**src/pmc_pkg.sv**
```systemverilog
// ==========================================================
// Shared constants for the presettable modulo-16 counter
package pmc_pkg;

  localparam int unsigned COUNT_WIDTH = 4;
  localparam logic [COUNT_WIDTH-1:0] COUNT_CLEARED = 4'h0;
  localparam logic [COUNT_WIDTH-1:0] COUNT_STEP = 4'h1;

  // Operating modes, highest precedence first
  typedef enum logic [1:0] {
    PMC_MODE_CLEAR = 2'b00,
    PMC_MODE_LOAD = 2'b01,
    PMC_MODE_COUNT = 2'b10,
    PMC_MODE_HOLD = 2'b11
  } pmc_mode_t;

  localparam pmc_mode_t MODE_AFTER_RESET = PMC_MODE_CLEAR;

endpackage : pmc_pkg

```
**src/pmc_count_reg.sv**
```systemverilog
`timescale 1ns/1ps
// ==========================================================
// Count register with build-time choice of clear style
module pmc_count_reg #(
  parameter int unsigned WIDTH = pmc_pkg::COUNT_WIDTH,
  parameter bit ASYNC_CLEAR = 1'b1
) (
  // Clock and reset
  input wire logic i_mclk,
  input wire logic i_rst,
  // Active-low clear, async only when ASYNC_CLEAR is set
  input wire logic i_clear_n,
  // Next value and held value
  input wire logic [WIDTH-1:0] i_next,
  output logic [WIDTH-1:0] o_value
);

  localparam logic [WIDTH-1:0] CLEARED = WIDTH'(pmc_pkg::COUNT_CLEARED);

  generate
    if (ASYNC_CLEAR) begin : g_async
      // Clear acts without the clock; only a constant is taken here
      always_ff @(posedge i_mclk or negedge i_clear_n) begin
        if (!i_clear_n) begin
          o_value <= CLEARED;
        end else if (i_rst) begin
          o_value <= CLEARED;
        end else begin
          o_value <= i_next;
        end
      end
    end else begin : g_sync
      // Synchronous clear is already folded into i_next
      always_ff @(posedge i_mclk) begin
        if (i_rst) begin
          o_value <= CLEARED;
        end else begin
          o_value <= i_next;
        end
      end
    end
  endgenerate

endmodule : pmc_count_reg

```
**src/pmc_counter.sv**
```systemverilog
`timescale 1ns/1ps
// Notes on behaviour
// - The count is a binary value that rises by one per counting edge and wraps from 15 to 0.
// - The count changes only on the rising clock edge, except for the asynchronous clear.
// - Mode precedence is clear, then load, then count, otherwise hold.
// - In the asynchronous build a low clear forces the count to zero at once, overriding all inputs.
// - In the synchronous build a low clear zeroes the count at the next rising edge, over load and count.
// - With clear inactive, a low load enable copies the preset value into the count at the next edge, ignoring both enables.
// - With clear and load inactive, the count rises only when both count enables are high.
// - With clear and load inactive, either count enable low holds the count.
// - Terminal count is the AND of all count bits and the trickle enable.
// ==========================================================
// Presettable modulo-16 up-counter
module pmc_counter #(
  parameter int unsigned WIDTH = pmc_pkg::COUNT_WIDTH,
  parameter bit ASYNC_CLEAR = 1'b1
) (
  // Clock and reset
  input wire logic i_mclk,
  input wire logic i_rst,
  // Controls, all active low except the enables
  input wire logic i_clear_n,
  input wire logic i_load_enable_n,
  input wire logic i_count_enable_parallel,
  input wire logic i_count_enable_trickle,
  // Preset data
  input wire logic [WIDTH-1:0] i_preset_value,
  // Count and cascade outputs
  output logic [WIDTH-1:0] o_count_value,
  output logic o_terminal_count,
  // Mode applied at the last edge
  output pmc_pkg::pmc_mode_t o_mode
);

  // ==========================================================
  // Constants
  // Each constant is cut to the count width once, here, so that the
  // logic below pads and drops bits only in the increment
  localparam logic [WIDTH-1:0] CLEARED = WIDTH'(pmc_pkg::COUNT_CLEARED);
  localparam logic [WIDTH-1:0] STEP = WIDTH'(pmc_pkg::COUNT_STEP);
  localparam logic [WIDTH-1:0] ALL_ONES = {WIDTH{1'b1}};

  // ==========================================================
  // Decode helpers

  // A step needs both enables; the trickle enable also gates the carry
  function automatic logic pmc_count_allowed(
    input logic enable_parallel,
    input logic enable_trickle
  );
    return enable_parallel && enable_trickle;
  endfunction : pmc_count_allowed

  // True in the last state before the wrap
  function automatic logic pmc_at_last(
    input logic [WIDTH-1:0] value
  );
    return value == ALL_ONES;
  endfunction : pmc_at_last

  // Fixed precedence: clear, then load, then count, otherwise hold
  function automatic pmc_pkg::pmc_mode_t pmc_decode_mode(
    input logic clear_n,
    input logic load_n,
    input logic enable_parallel,
    input logic enable_trickle
  );
    pmc_pkg::pmc_mode_t result;
    if (!clear_n) begin
      result = pmc_pkg::PMC_MODE_CLEAR;
    end else if (!load_n) begin
      result = pmc_pkg::PMC_MODE_LOAD;
    end else if (pmc_count_allowed(enable_parallel, enable_trickle)) begin
      result = pmc_pkg::PMC_MODE_COUNT;
    end else begin
      result = pmc_pkg::PMC_MODE_HOLD;
    end
    return result;
  endfunction : pmc_decode_mode

  // Modulo step: the carry out of the top bit is dropped on purpose
  function automatic logic [WIDTH-1:0] pmc_increment(
    input logic [WIDTH-1:0] value
  );
    logic [WIDTH:0] wide;
    wide = {1'b0, value} + {1'b0, STEP};
    return wide[WIDTH-1:0];
  endfunction : pmc_increment

  // ==========================================================
  // Next state
  pmc_pkg::pmc_mode_t next_mode;
  logic [WIDTH-1:0] next_count;

  always_comb begin
    next_mode = pmc_decode_mode(
      i_clear_n,
      i_load_enable_n,
      i_count_enable_parallel,
      i_count_enable_trickle
    );
    next_count = o_count_value;
    unique case (next_mode)
      pmc_pkg::PMC_MODE_CLEAR: begin
        // The asynchronous build has cleared already; zero here keeps it
        // cleared for as long as the clear is held
        next_count = CLEARED;
      end
      pmc_pkg::PMC_MODE_LOAD: begin
        next_count = i_preset_value;
      end
      pmc_pkg::PMC_MODE_COUNT: begin
        next_count = pmc_increment(o_count_value);
      end
      pmc_pkg::PMC_MODE_HOLD: begin
        next_count = o_count_value;
      end
    endcase
  end

  // ==========================================================
  // Count register
  pmc_count_reg #(
    .WIDTH(WIDTH),
    .ASYNC_CLEAR(ASYNC_CLEAR)
  ) u_count_reg (
    .i_mclk(i_mclk),
    .i_rst(i_rst),
    .i_clear_n(i_clear_n),
    .i_next(next_count),
    .o_value(o_count_value)
  );

  // ==========================================================
  // Mode status
  always_ff @(posedge i_mclk) begin
    if (i_rst) begin
      o_mode <= pmc_pkg::MODE_AFTER_RESET;
    end else begin
      o_mode <= next_mode;
    end
  end

  // ==========================================================
  // Terminal count
  // Left combinational on purpose: a register here would cost a cycle of
  // look-ahead in cascades; downstream must sample it, never clock on it.
  assign o_terminal_count = pmc_at_last(o_count_value) & i_count_enable_trickle;

endmodule : pmc_counter

```
**config.mk**
```make
export PLATFORM = sky130hd
export DESIGN_NAME = pmc_counter
export DESIGN_NICKNAME = d
export VERILOG_FILES = /design/src/pmc_pkg.sv /design/src/pmc_count_reg.sv /design/src/pmc_counter.sv
export SDC_FILE = /design/constraint.sdc
export NUM_CORES = 1
export LEC_CHECK = 0
export BUFFER_PORTS_ARGS = -buffer_cell sky130_fd_sc_hd__clkbuf_2
export CAP_MARGIN = 20
export CORE_AREA = 10 10 47 49
export CTS_CLUSTER_DIAMETER = 200
export DETAILED_ROUTE_END_ITERATION = 12
export DIE_AREA = 0 0 57 59
export PLACE_DENSITY = 0.48
export SYNTH_ARGS = -nofsm -noshare
export SYNTH_HDL_FRONTEND = slang
export SYNTH_SLANG_ARGS = --single-unit
```
**constraint.sdc**
```tcl
create_clock -name i_mclk -period 1.7 [get_ports i_mclk]
set_clock_uncertainty 0.1 [all_clocks]
set_input_delay 0.255 -clock i_mclk [delete_from_list [all_inputs] [get_ports i_mclk]]
set_output_delay 0.255 -clock i_mclk [all_outputs]
set_load 0.1 [all_outputs]
```
==> metrics.md, run 1 <==
| Metric | Value |
|---|---|
| Status | `finished, final reports clean` |
| RePlAce Congestion | `0.742` |
| Total gr overflow | `0` |
| Pleak | `0.215 nW` |
| #FFs+latches synth | `6` |
| Final period util | `0.959` |
| Synthesized cell area | `334 um^2` |
| Clock root cell | `clkbuf_4` |
| Starting DRT DRC Count | `6` |
| Max_cap viols | `0` |
| Routed vias/inst | `4.96` |
| Worst-path clk slew | `0.04 ns` |
| Vias | `342` |
| Number of placement rows | `14` |
| Largest net degree at the start of global routing | `11` |
| Inst Count DP | `65` |
| Post-Synthesis Cells | `34` |
| Die area | `0.00336 mm^2` |
| Final Hold Fails | `0` |
| Gr usage total | `0.0621` |
| RSZ-0062 raised after global routing | `false` |
| Post-Syn Area per Cell | `9.83 um^2` |
| Register area share after synthesis | `0.419` |
| Fraction of layout cells with a size suffix above 1 | `0.509` |
| First-pass GRT wire length | `1660 um` |
| Fin. max-slew vios | `0` |
| Diodes inserted | `0` |
| Distinct cells, synth | `20` |
| Post-DP HPWL | `782 um` |
| Yosys warning count | `0` |
| Actual slew at the worst max-slew pin | `0.549 ns` |
| Setup TNS Final | `0 ns` |
| Critical path data arrival time | `1.27 ns` |
| F_max | `614 MHz` |
| Vias in the first global route | `372` |
| Cell Pwr Density | `781 mW/mm^2` |
| Clock sink total | `6` |
| CTS tree | `done` |
| Worst slack at placement | `0.327 ns` |
| Nets | `66` |
| Routed WL | `957 um` |
| Worst-path maximum fanout | `5` |
| Startpoint Class | `flip-flop` |
| Post-route ant nets | `0` |
| Die W | `57 um` |
| I/O Buffers | `16` |
| Fin cells | `69` |
| Fin worst setup slack | `0.0704 ns` |
| Clock buffer depth | `2` |
| Syn_nets | `45` |
| Die span in y | `59 um` |
| CP required | `1.34 ns` |
| Final setup violation count | `0` |
| Syn-to-layout area delta | `44.6%` |
| Initial cell density of the core | `0.238` |
| Core area | `0.00140 mm^2` |
| Critical Path End Type | `primary output` |
| Hold WC Path Type | `in -> reg` |
| WL per Instance | `13.9 um` |
| Placed Instance Area | `450 um^2` |
| Initial antenna violation count | `0` |
| Boundary Pins | `17` |
| Setup Buffers After CTS | `0` |
| Post-layout min period | `1.63 ns` |
| # DRC | `0` |
| H-tree depth reported by CTS | `1` |
| Max-slew headroom | `0.635` |
| TritonRoute pass-1 iters | `4` |
| Final instance area | `483 um^2` |
| Pwr Total | `377 uW` |
| Worst VDD drop | `0.245 mV` |
| Latest clock arrival within the worst-skew pair | `0.24 ns` |
| Total CTS buffers | `3` |
| Critical path class | `reg -> out` |
[critical path, cell delays in order (launching register included)]
cell and delay, ns:
dfrtp_4 0.49, ha_1 0.22, and4_4 0.16, buf_12 0.16
[flip-flops by register name (all words and copies together) (netlist names)]
signal               count
u_count_reg.o_value      4
o_mode                   2
[placed cells by master (no fill, tap or decap), drive strengths merged]
cell and n:
clkbuf 18, dfxtp 2, o31ai 2, a32o 1
xor2 1, and4 1, nand2b 1, a31oi 2
buf 1, and3 1, a211oi 1, nor2 4
dlygate4sd3 1, nand3 3, a22o 1, nand4b 1
a311oi 1, nand2 4, nand3b 2, dfrtp 4
ha 1
[kinds of logic (layout without fill, tap and decap cells)]
| logic type | count (synthesis) | count (layout) | share of synthesized area |
|---|---|---|---|
| flip-flops | 6 | 6 | 0.419 |
| adder cells (fa/ha/maj) | 1 | 1 | 0.0374 |
| buffers and inverters | 1 | 20 | 0.0337 |
| AO/OA/AOI/OAI | 8 | 8 | 0.202 |
| XOR/XNOR | 1 | 1 | 0.0262 |
| AND/OR/NAND/NOR | 17 | 17 | 0.281 |
[power breakdown]
| group | internal, mW | total [mW] | leakage, nW | switching, mW |
|---|---|---|---|---|
| clock network | 0.0797 | 0.129 | 0.0138 | 0.0495 |
| registers | 0.150 | 0.155 | 0.0643 | 0.00530 |
| logic | 0.0223 | 0.0924 | 0.137 | 0.0702 |
[cell usage after synthesis, drive strengths merged]
master	instances	share of area
a211oi	1	0.037
a22o	1	0.026
a311oi	1	0.026
a31oi	2	0.037
a32o	1	0.030
and3	1	0.022
and4	1	0.026
buf	1	0.034
dfrtp	4	0.30
dfxtp	2	0.12
ha	1	0.037
nand2	4	0.052
nand2b	1	0.019
nand3	3	0.045
nand3b	2	0.045
nand4b	1	0.026
nor2	4	0.045
o31ai	2	0.045
xor2	1	0.026
[final timing paths]
check,startpoint,end,slack [ns],depth (start not counted)
setup / recovery,u_count_reg.o_value[0],o_terminal_count,0.07,3
max in group asynchronous,i_clear_n,u_count_reg.o_value[1],1.00,2
hold / removal,i_rst,o_mode[1],0.12,2
min in group asynchronous,i_clear_n,u_count_reg.o_value[0],0.30,2
hold reg to reg,u_count_reg.o_value[3],u_count_reg.o_value[3],0.46,1
setup reg to reg,u_count_reg.o_value[0],u_count_reg.o_value[2],0.36,4
[routing by layer]
| layer | vias up | GRT usage | wire [um] |
|---|---|---|---|
| met3 | 0 | 0.0322 | 63 |
| met5 | - | 0 | 0 |
| met2 | 12 | 0.0853 | 408 |
| met4 | 0 | 0.0403 | 0 |
| met1 | 161 | 0.0733 | 485 |
| li1 | 169 | - | - |
[metrics by stage]
step | hold WS [ns] | utilization
global placement | 0.0101 | 0.321
detailed placement | 0.0103 | 0.321
finish | 0.119 | 0.345
CTS | 0.109 | 0.345
global route | 0.135 | 0.345
floorplan | -0.141 | -
[what timing repair did]
action	CTS	global route
gates resized for setup	0	0
hold buffers	1	0
hold endpoints to repair	4	0
[cell type report]
type / count / area, um^2
multi-input combinational: 27 / 185
timing repair buffer: 17 / 105
sequential: 6 / 150
clock buffer: 3 / 22.5
tap: 16 / 20.0
fill: 163 / 918
Power figures use the tool's default switching activity.
==> run 2, diff against run 1 <==
--- a/config.mk
+++ b/config.mk
@@ -5,13 +5,13 @@
 export SDC_FILE = /design/constraint.sdc
 export NUM_CORES = 1
 export LEC_CHECK = 0
-export BUFFER_PORTS_ARGS = -buffer_cell sky130_fd_sc_hd__clkbuf_2
 export CAP_MARGIN = 20
 export CORE_AREA = 10 10 47 49
 export CTS_CLUSTER_DIAMETER = 200
 export DETAILED_ROUTE_END_ITERATION = 12
 export DIE_AREA = 0 0 57 59
-export PLACE_DENSITY = 0.48
+export DONT_BUFFER_PORTS = 1
+export PLACE_DENSITY = 0.37
 export SYNTH_ARGS = -nofsm -noshare
 export SYNTH_HDL_FRONTEND = slang
 export SYNTH_SLANG_ARGS = --single-unit
==> run 2 against run 1 <==
  * Clock power up 15%
  * Sequential share of layout area up 1.1 points
  * Hold slack got worse by 0.094 ns
  * Combinational power fell by 6.8%
  * Global-route usage is 0.60 points higher
  * Clock-buffer cell count up 1
  * Worst setup slack improved by 0.00072 ns
  * Routed wire length rose by 12%
  * Total power rose by 3.1%
  * Via count fell by 5.6%
  * Register-to-register slack worse by 0.04 ns
  * Final area fell by 3.4%
  * Critical path type unchanged
  * Critical endpoint unchanged
  * Largest power group unchanged
  * Highest routed layer is now met4
==> metrics.md, run 2 (synthesis gave the netlist of run 1 again) <==
| Metric | Value |
|---|---|
| I/O Buffers | `0` |
| Final period util | `0.958` |
| Int Power | `263 uW` |
| Vias in the first global route | `316` |
| Crit-path max cell delay | `0.42 ns` |
| Total gr overflow | `0` |
| Most flops, register | `u_count_reg.o_value` |
| Area of the multi-input gates | `185 um^2` |
| Critical path data arrival time | `1.27 ns` |
| Max-slew headroom | `0.792` |
| Pleak | `0.188 nW` |
| Largest net degree at the start of global routing | `11` |
| Vias | `323` |
| Clk pwr share | `0.382` |
| Setup Buffers After CTS | `0` |
| Max_cap viols | `0` |
| H-tree depth reported by CTS | `1` |
| Post-layout min period | `1.63 ns` |
| Final Hold Fails | `0` |
| First-pass GRT wire length | `1640 um` |
| Commonest non-fill, non-tap cells in the layout | `6 x buf_4, 4 x nor2_1, 4 x dlygate4sd3_1` |
| Die W | `57 um` |
| Initial cell density of the core | `0.238` |
| Fin cells | `63` |
| Commonest non-fill, non-tap cell in the layout | `buf_4` |
| Actual slew at the worst max-slew pin | `0.312 ns` |
| TritonRoute pass-1 iters | `3` |
| Nets | `59` |
| Fraction of layout cells with a size suffix above 1 | `0.362` |
| CTS tree | `done` |
| Flop pwr share | `0.397` |
| Boundary Pins | `17` |
| Largest registers in the final layout | `u_count_reg.o_value: 4 flops, o_mode: 2 flops` |
| Hold-fix buffers, CTS | `3` |
| Clock root cell | `clkbuf_4` |
| Critical Path End Type | `primary output` |
| Diodes inserted | `0` |
| Final setup violation count | `0` |
| Syn-to-layout area delta | `39.7%` |
| Clock sink total | `6` |
| Clock buffer depth | `2` |
| Hold WC Path Type | `in -> reg` |
| Fill cell count | `157` |
| Worst-path maximum fanout | `4` |
| Die span in y | `59 um` |
| Post-CTS resize count | `0` |
| Startpoint Class | `flip-flop` |
| Post-route ant nets | `0` |
| Fin. max-slew vios | `0` |
| Post-DP HPWL | `795 um` |
| Latest clock arrival within the worst-skew pair | `0.26 ns` |
| Starting DRT DRC Count | `6` |
| Total CTS buffers | `3` |
| Crit-path slowest cell | `dfrtp_4` |
| Routed WL | `1070 um` |
| FF/Latch Area | `150 um^2` |
| RSZ-0062 raised after global routing | `false` |
| Logic pwr share | `0.221` |
| Worst VDD drop | `0.481 mV` |
| Cell Pwr Density | `834 mW/mm^2` |
| Fin worst setup slack | `0.0711 ns` |
| Switch share | `0.324` |
| Inst Count DP | `55` |
| F_max | `614 MHz` |
| Worst slack at placement | `0.335 ns` |
| Core area | `0.00140 mm^2` |
| CP required | `1.34 ns` |
| WL per Instance | `17.0 um` |
| Number of placement rows | `14` |
| Critical path class | `reg -> out` |
| Critical Path, Cell by Cell | `ha_1, and4_4` |
| RePlAce Congestion | `0.658` |
| Initial antenna violation count | `0` |
| Gr usage total | `0.0681` |
| # DRC | `0` |
| Die area | `0.00336 mm^2` |
| Max reg flops | `4` |
| Routed vias/inst | `5.13` |
| Status | `finished, final reports clean` |
| Setup TNS Final | `0 ns` |
| NetSw | `126 uW` |
| Worst-path clk slew | `0.06 ns` |
## run 2: power by group through the flow
| stage | Clock, mW | Combinational [mW] | Sequential [mW] |
|---|---|---|---|
| 3_5_place_dp | 0 | 0.0767 | 0.157 |
| 3_3_place_gp | 0 | 0.0772 | 0.157 |
| 4_1_cts | 0.154 | 0.0850 | 0.155 |
| 6_report | 0.148 | 0.0861 | 0.154 |
| 5_1_grt | 0.168 | 0.0909 | 0.155 |
| 2_1_floorplan | 0 | 0.0226 | 0.201 |
## run 2: layout make-up
cell class | instances | area share
clock buffers | 4 | 0.0563
multi-input cells | 27 | 0.397
flip-flops and latches | 6 | 0.322
well taps | 16 | 0.0429
repair buffers | 10 | 0.182
## run 2: per-stage QoR
step | hold WS [ns] | area, um^2 | util | power [mW]
floorplan | -0.141 | 347 | - | 0.223
global placement | -0.140 | 400 | 0.286 | 0.234
detailed placement | -0.140 | 400 | 0.286 | 0.234
CTS | 0.0124 | 457 | 0.326 | 0.393
global route | 0.0158 | 467 | 0.333 | 0.413
finish | 0.0248 | 467 | 0.333 | 0.389
## run 2: layer usage
metal	track usage	vias to the layer above	share of wire
li1	-	158	-
met1	0.0647	149	0.40
met2	0.0977	12	0.45
met3	0.0408	4	0.11
met4	0.0705	0	0.041
met5	0	-	0
## run 2: path summary, 6_finish.rpt
path | from | end | slack, ns | cells after the start
max | u_count_reg.o_value[1] | o_terminal_count | 0.07 | 2
max in group asynchronous | i_clear_n | u_count_reg.o_value[3] | 1.08 | 1
min in group asynchronous | i_clear_n | u_count_reg.o_value[2] | 0.19 | 1
min reg2reg | u_count_reg.o_value[3] | u_count_reg.o_value[3] | 0.45 | 1
min | i_count_enable_parallel | o_mode[0] | 0.02 | 1
max reg2reg | u_count_reg.o_value[0] | u_count_reg.o_value[3] | 0.32 | 4
## run 2: critical path: cells and delay by family, from the launching register on
family	cells	cell delay [ns]
fa+ha+maj	1	0.17
simple gates	1	0.42
flops	1	0.42
==> run 3, diff against run 2 <==
==> constraint.sdc (replaced) <==
create_clock -name i_mclk -period 1.7 [get_ports i_mclk]
set_clock_uncertainty 0.1 [all_clocks]
set_input_delay 0.255 -clock i_mclk [delete_from_list [all_inputs] [get_ports i_mclk]]
set_output_delay 0.255 -clock i_mclk [all_outputs]
set_load 0.01 [all_outputs]
==> run 3 against run 2 <==
  * Via count down 3.1%
  * Final cell count decreased by 11%
  * Total power fell by 18%
  * Sequential power rose by 3%
  * Fmax is 6.9% higher
  * Final area is 13% lower
  * Critical path type unchanged
  * Utilization is 4.4 points lower
  * Largest power group unchanged
==> metrics.md, run 3 (synthesis gave the netlist of run 1 again) <==
| Metric | Value |
|---|---|
| Critical Path End Type | `primary output` |
| Vias in the first global route | `307` |
| Die span in y | `59 um` |
| CTS tree | `done` |
| Final Hold Fails | `0` |
| Vias | `313` |
| Largest registers in the final layout | `u_count_reg.o_value: 4 flops, o_mode: 2 flops` |
| Int Power | `245 uW` |
| Routed vias/inst | `5.59` |
| Largest net degree at the start of global routing | `11` |
| Logic pwr share | `0.096` |
| Cell Pwr Density | `787 mW/mm^2` |
| Fraction of layout cells with a size suffix above 1 | `0.150` |
| Initial cell density of the core | `0.238` |
| I/O Buffers | `0` |
| Post-DP HPWL | `767 um` |
| Boundary Pins | `17` |
| Total CTS buffers | `3` |
| Endpoint, Worst Hold | `o_mode[0]` |
| WL per Instance | `17.7 um` |
| NetSw | `74.3 uW` |
| Nets | `53` |
| First-pass GRT wire length | `1580 um` |
| Hold WC Path Type | `in -> reg` |
| Critical R2R Capture | `u_count_reg.o_value[2]` |
| Setup Buffers After CTS | `0` |
| Actual slew at the worst max-slew pin | `0.254 ns` |
| Worst-path maximum fanout | `5` |
| Die W | `57 um` |
| R2r startpoint | `u_count_reg.o_value[1]` |
| Diodes inserted | `0` |
| Post-layout min period | `1.52 ns` |
| CP required | `1.34 ns` |
| Latest clock arrival within the worst-skew pair | `0.24 ns` |
| Number of placement rows | `14` |
| RePlAce Congestion | `0.790` |
| Status | `finished, final reports clean` |
| Max_cap viols | `0` |
| Fill cell count | `161` |
| Post-route ant nets | `0` |
| Clk pwr share | `0.409` |
| Total gr overflow | `0` |
| # DRC | `0` |
| Fin. max-slew vios | `0` |
| Pwr Total | `319 uW` |
| Worst hold slack | `0.0277 ns` |
| Setup TNS Final | `0 ns` |
| Flop pwr share | `0.495` |
| Reg2Reg Depth | `4` |
| CP startpoint | `u_count_reg.o_value[1]` |
| Die area | `0.00336 mm^2` |
| Gr usage total | `0.0645` |
| Inst Count DP | `49` |
| Placed Instance Area | `343 um^2` |
| Startpoint Class | `flip-flop` |
| R2R setup slack | `0.40 ns` |
| Commonest non-fill, non-tap cells in the layout | `4 x nor2_1, 4 x dlygate4sd3_1, 4 x dfrtp_1` |
| Hold Path Depth | `1` |
| Min-Delay Startpoint | `i_count_enable_parallel` |
| Switch share | `0.233` |
| TritonRoute pass-1 iters | `4` |
| H-tree depth reported by CTS | `1` |
| Pleak | `0.161 nW` |
| Initial antenna violation count | `0` |
| Core area | `0.00140 mm^2` |
| Clock root cell | `clkbuf_4` |
| Most flops, register | `u_count_reg.o_value` |
| Final instance area | `405 um^2` |
| Clock sink total | `6` |
| Worst-path clk slew | `0.04 ns` |
| Final period util | `0.896` |
| Fin cells | `56` |
| RSZ-0062 raised after global routing | `false` |
| Routed WL | `993 um` |
| Final setup violation count | `0` |
| Syn-to-layout area delta | `21.3%` |
| Clock buffer depth | `2` |
| Worst VDD drop | `0.301 mV` |
| Critical path class | `reg -> out` |
| Max reg flops | `4` |
| F_max | `656 MHz` |
| Max-slew headroom | `0.831` |
| Critical path data arrival time | `1.17 ns` |
| Starting DRT DRC Count | `7` |
[run 3: changes by cell type in the layout (fill, tap and decap cells not counted)]
cell / change
buf_4: -6
dfrtp_2: -2
and4_4: -1
dfrtp_4: -2
clkbuf_1: -1
and4_1: +1
dfrtp_1: +4
[run 3: timing repair]
action,CTS,global route
endpoints found under the hold margin,6,1
hold buffers,3,1
gates resized for setup,0,0
[run 3: stage by stage]
| step | worst slack [ns] | util |
|---|---|---|
| floorplan | 0.467 | - |
| global placement | 0.400 | 0.245 |
| detailed placement | 0.400 | 0.245 |
| CTS | 0.162 | 0.282 |
| global route | 0.0803 | 0.289 |
| finish | 0.177 | 0.289 |
[run 3: power by group through the flow]
| stage | sequential, mW | clock [mW] | combinational (mW) |
|---|---|---|---|
| CTS | 0.158 | 0.138 | 0.0293 |
| finish | 0.158 | 0.130 | 0.0307 |
| global route | 0.159 | 0.150 | 0.0343 |
| detailed placement | 0.161 | 0 | 0.0212 |
| global placement | 0.161 | 0 | 0.0209 |
| floorplan | 0.158 | 0 | 0.0225 |
[run 3: routing by layer]
layer  GRT usage  up-vias  wire, um
met1      0.0645      149       394
met2      0.0884       15       440
li1            -      147         -
met3      0.0622        2       152
met5           0        -         0
met4      0.0302        0         5
[run 3: area by class of cell]
cell class	count	area [um^2]	area share
Sequential cell	6	140	0.346
Multi-Input combinational cell	27	183	0.451
Clock buffer	3	22.5	0.0556
Tap cell	16	20.0	0.0494
Timing Repair Buffer	4	40.0	0.0988
[run 3: worst max path at each step]
stage | endpoint | cells past startpoint
floorplan | u_count_reg.o_value[2] | 4
global placement | u_count_reg.o_value[1] | 3
detailed placement | u_count_reg.o_value[2] | 4
CTS | o_terminal_count | 2
global route | o_terminal_count | 2
finish | o_terminal_count | 2
[run 3: worst max-delay path: stages, from the launching register on]
cell and delay, ns:
dfrtp_1 0.47, ha_1 0.21, and4_1 0.24
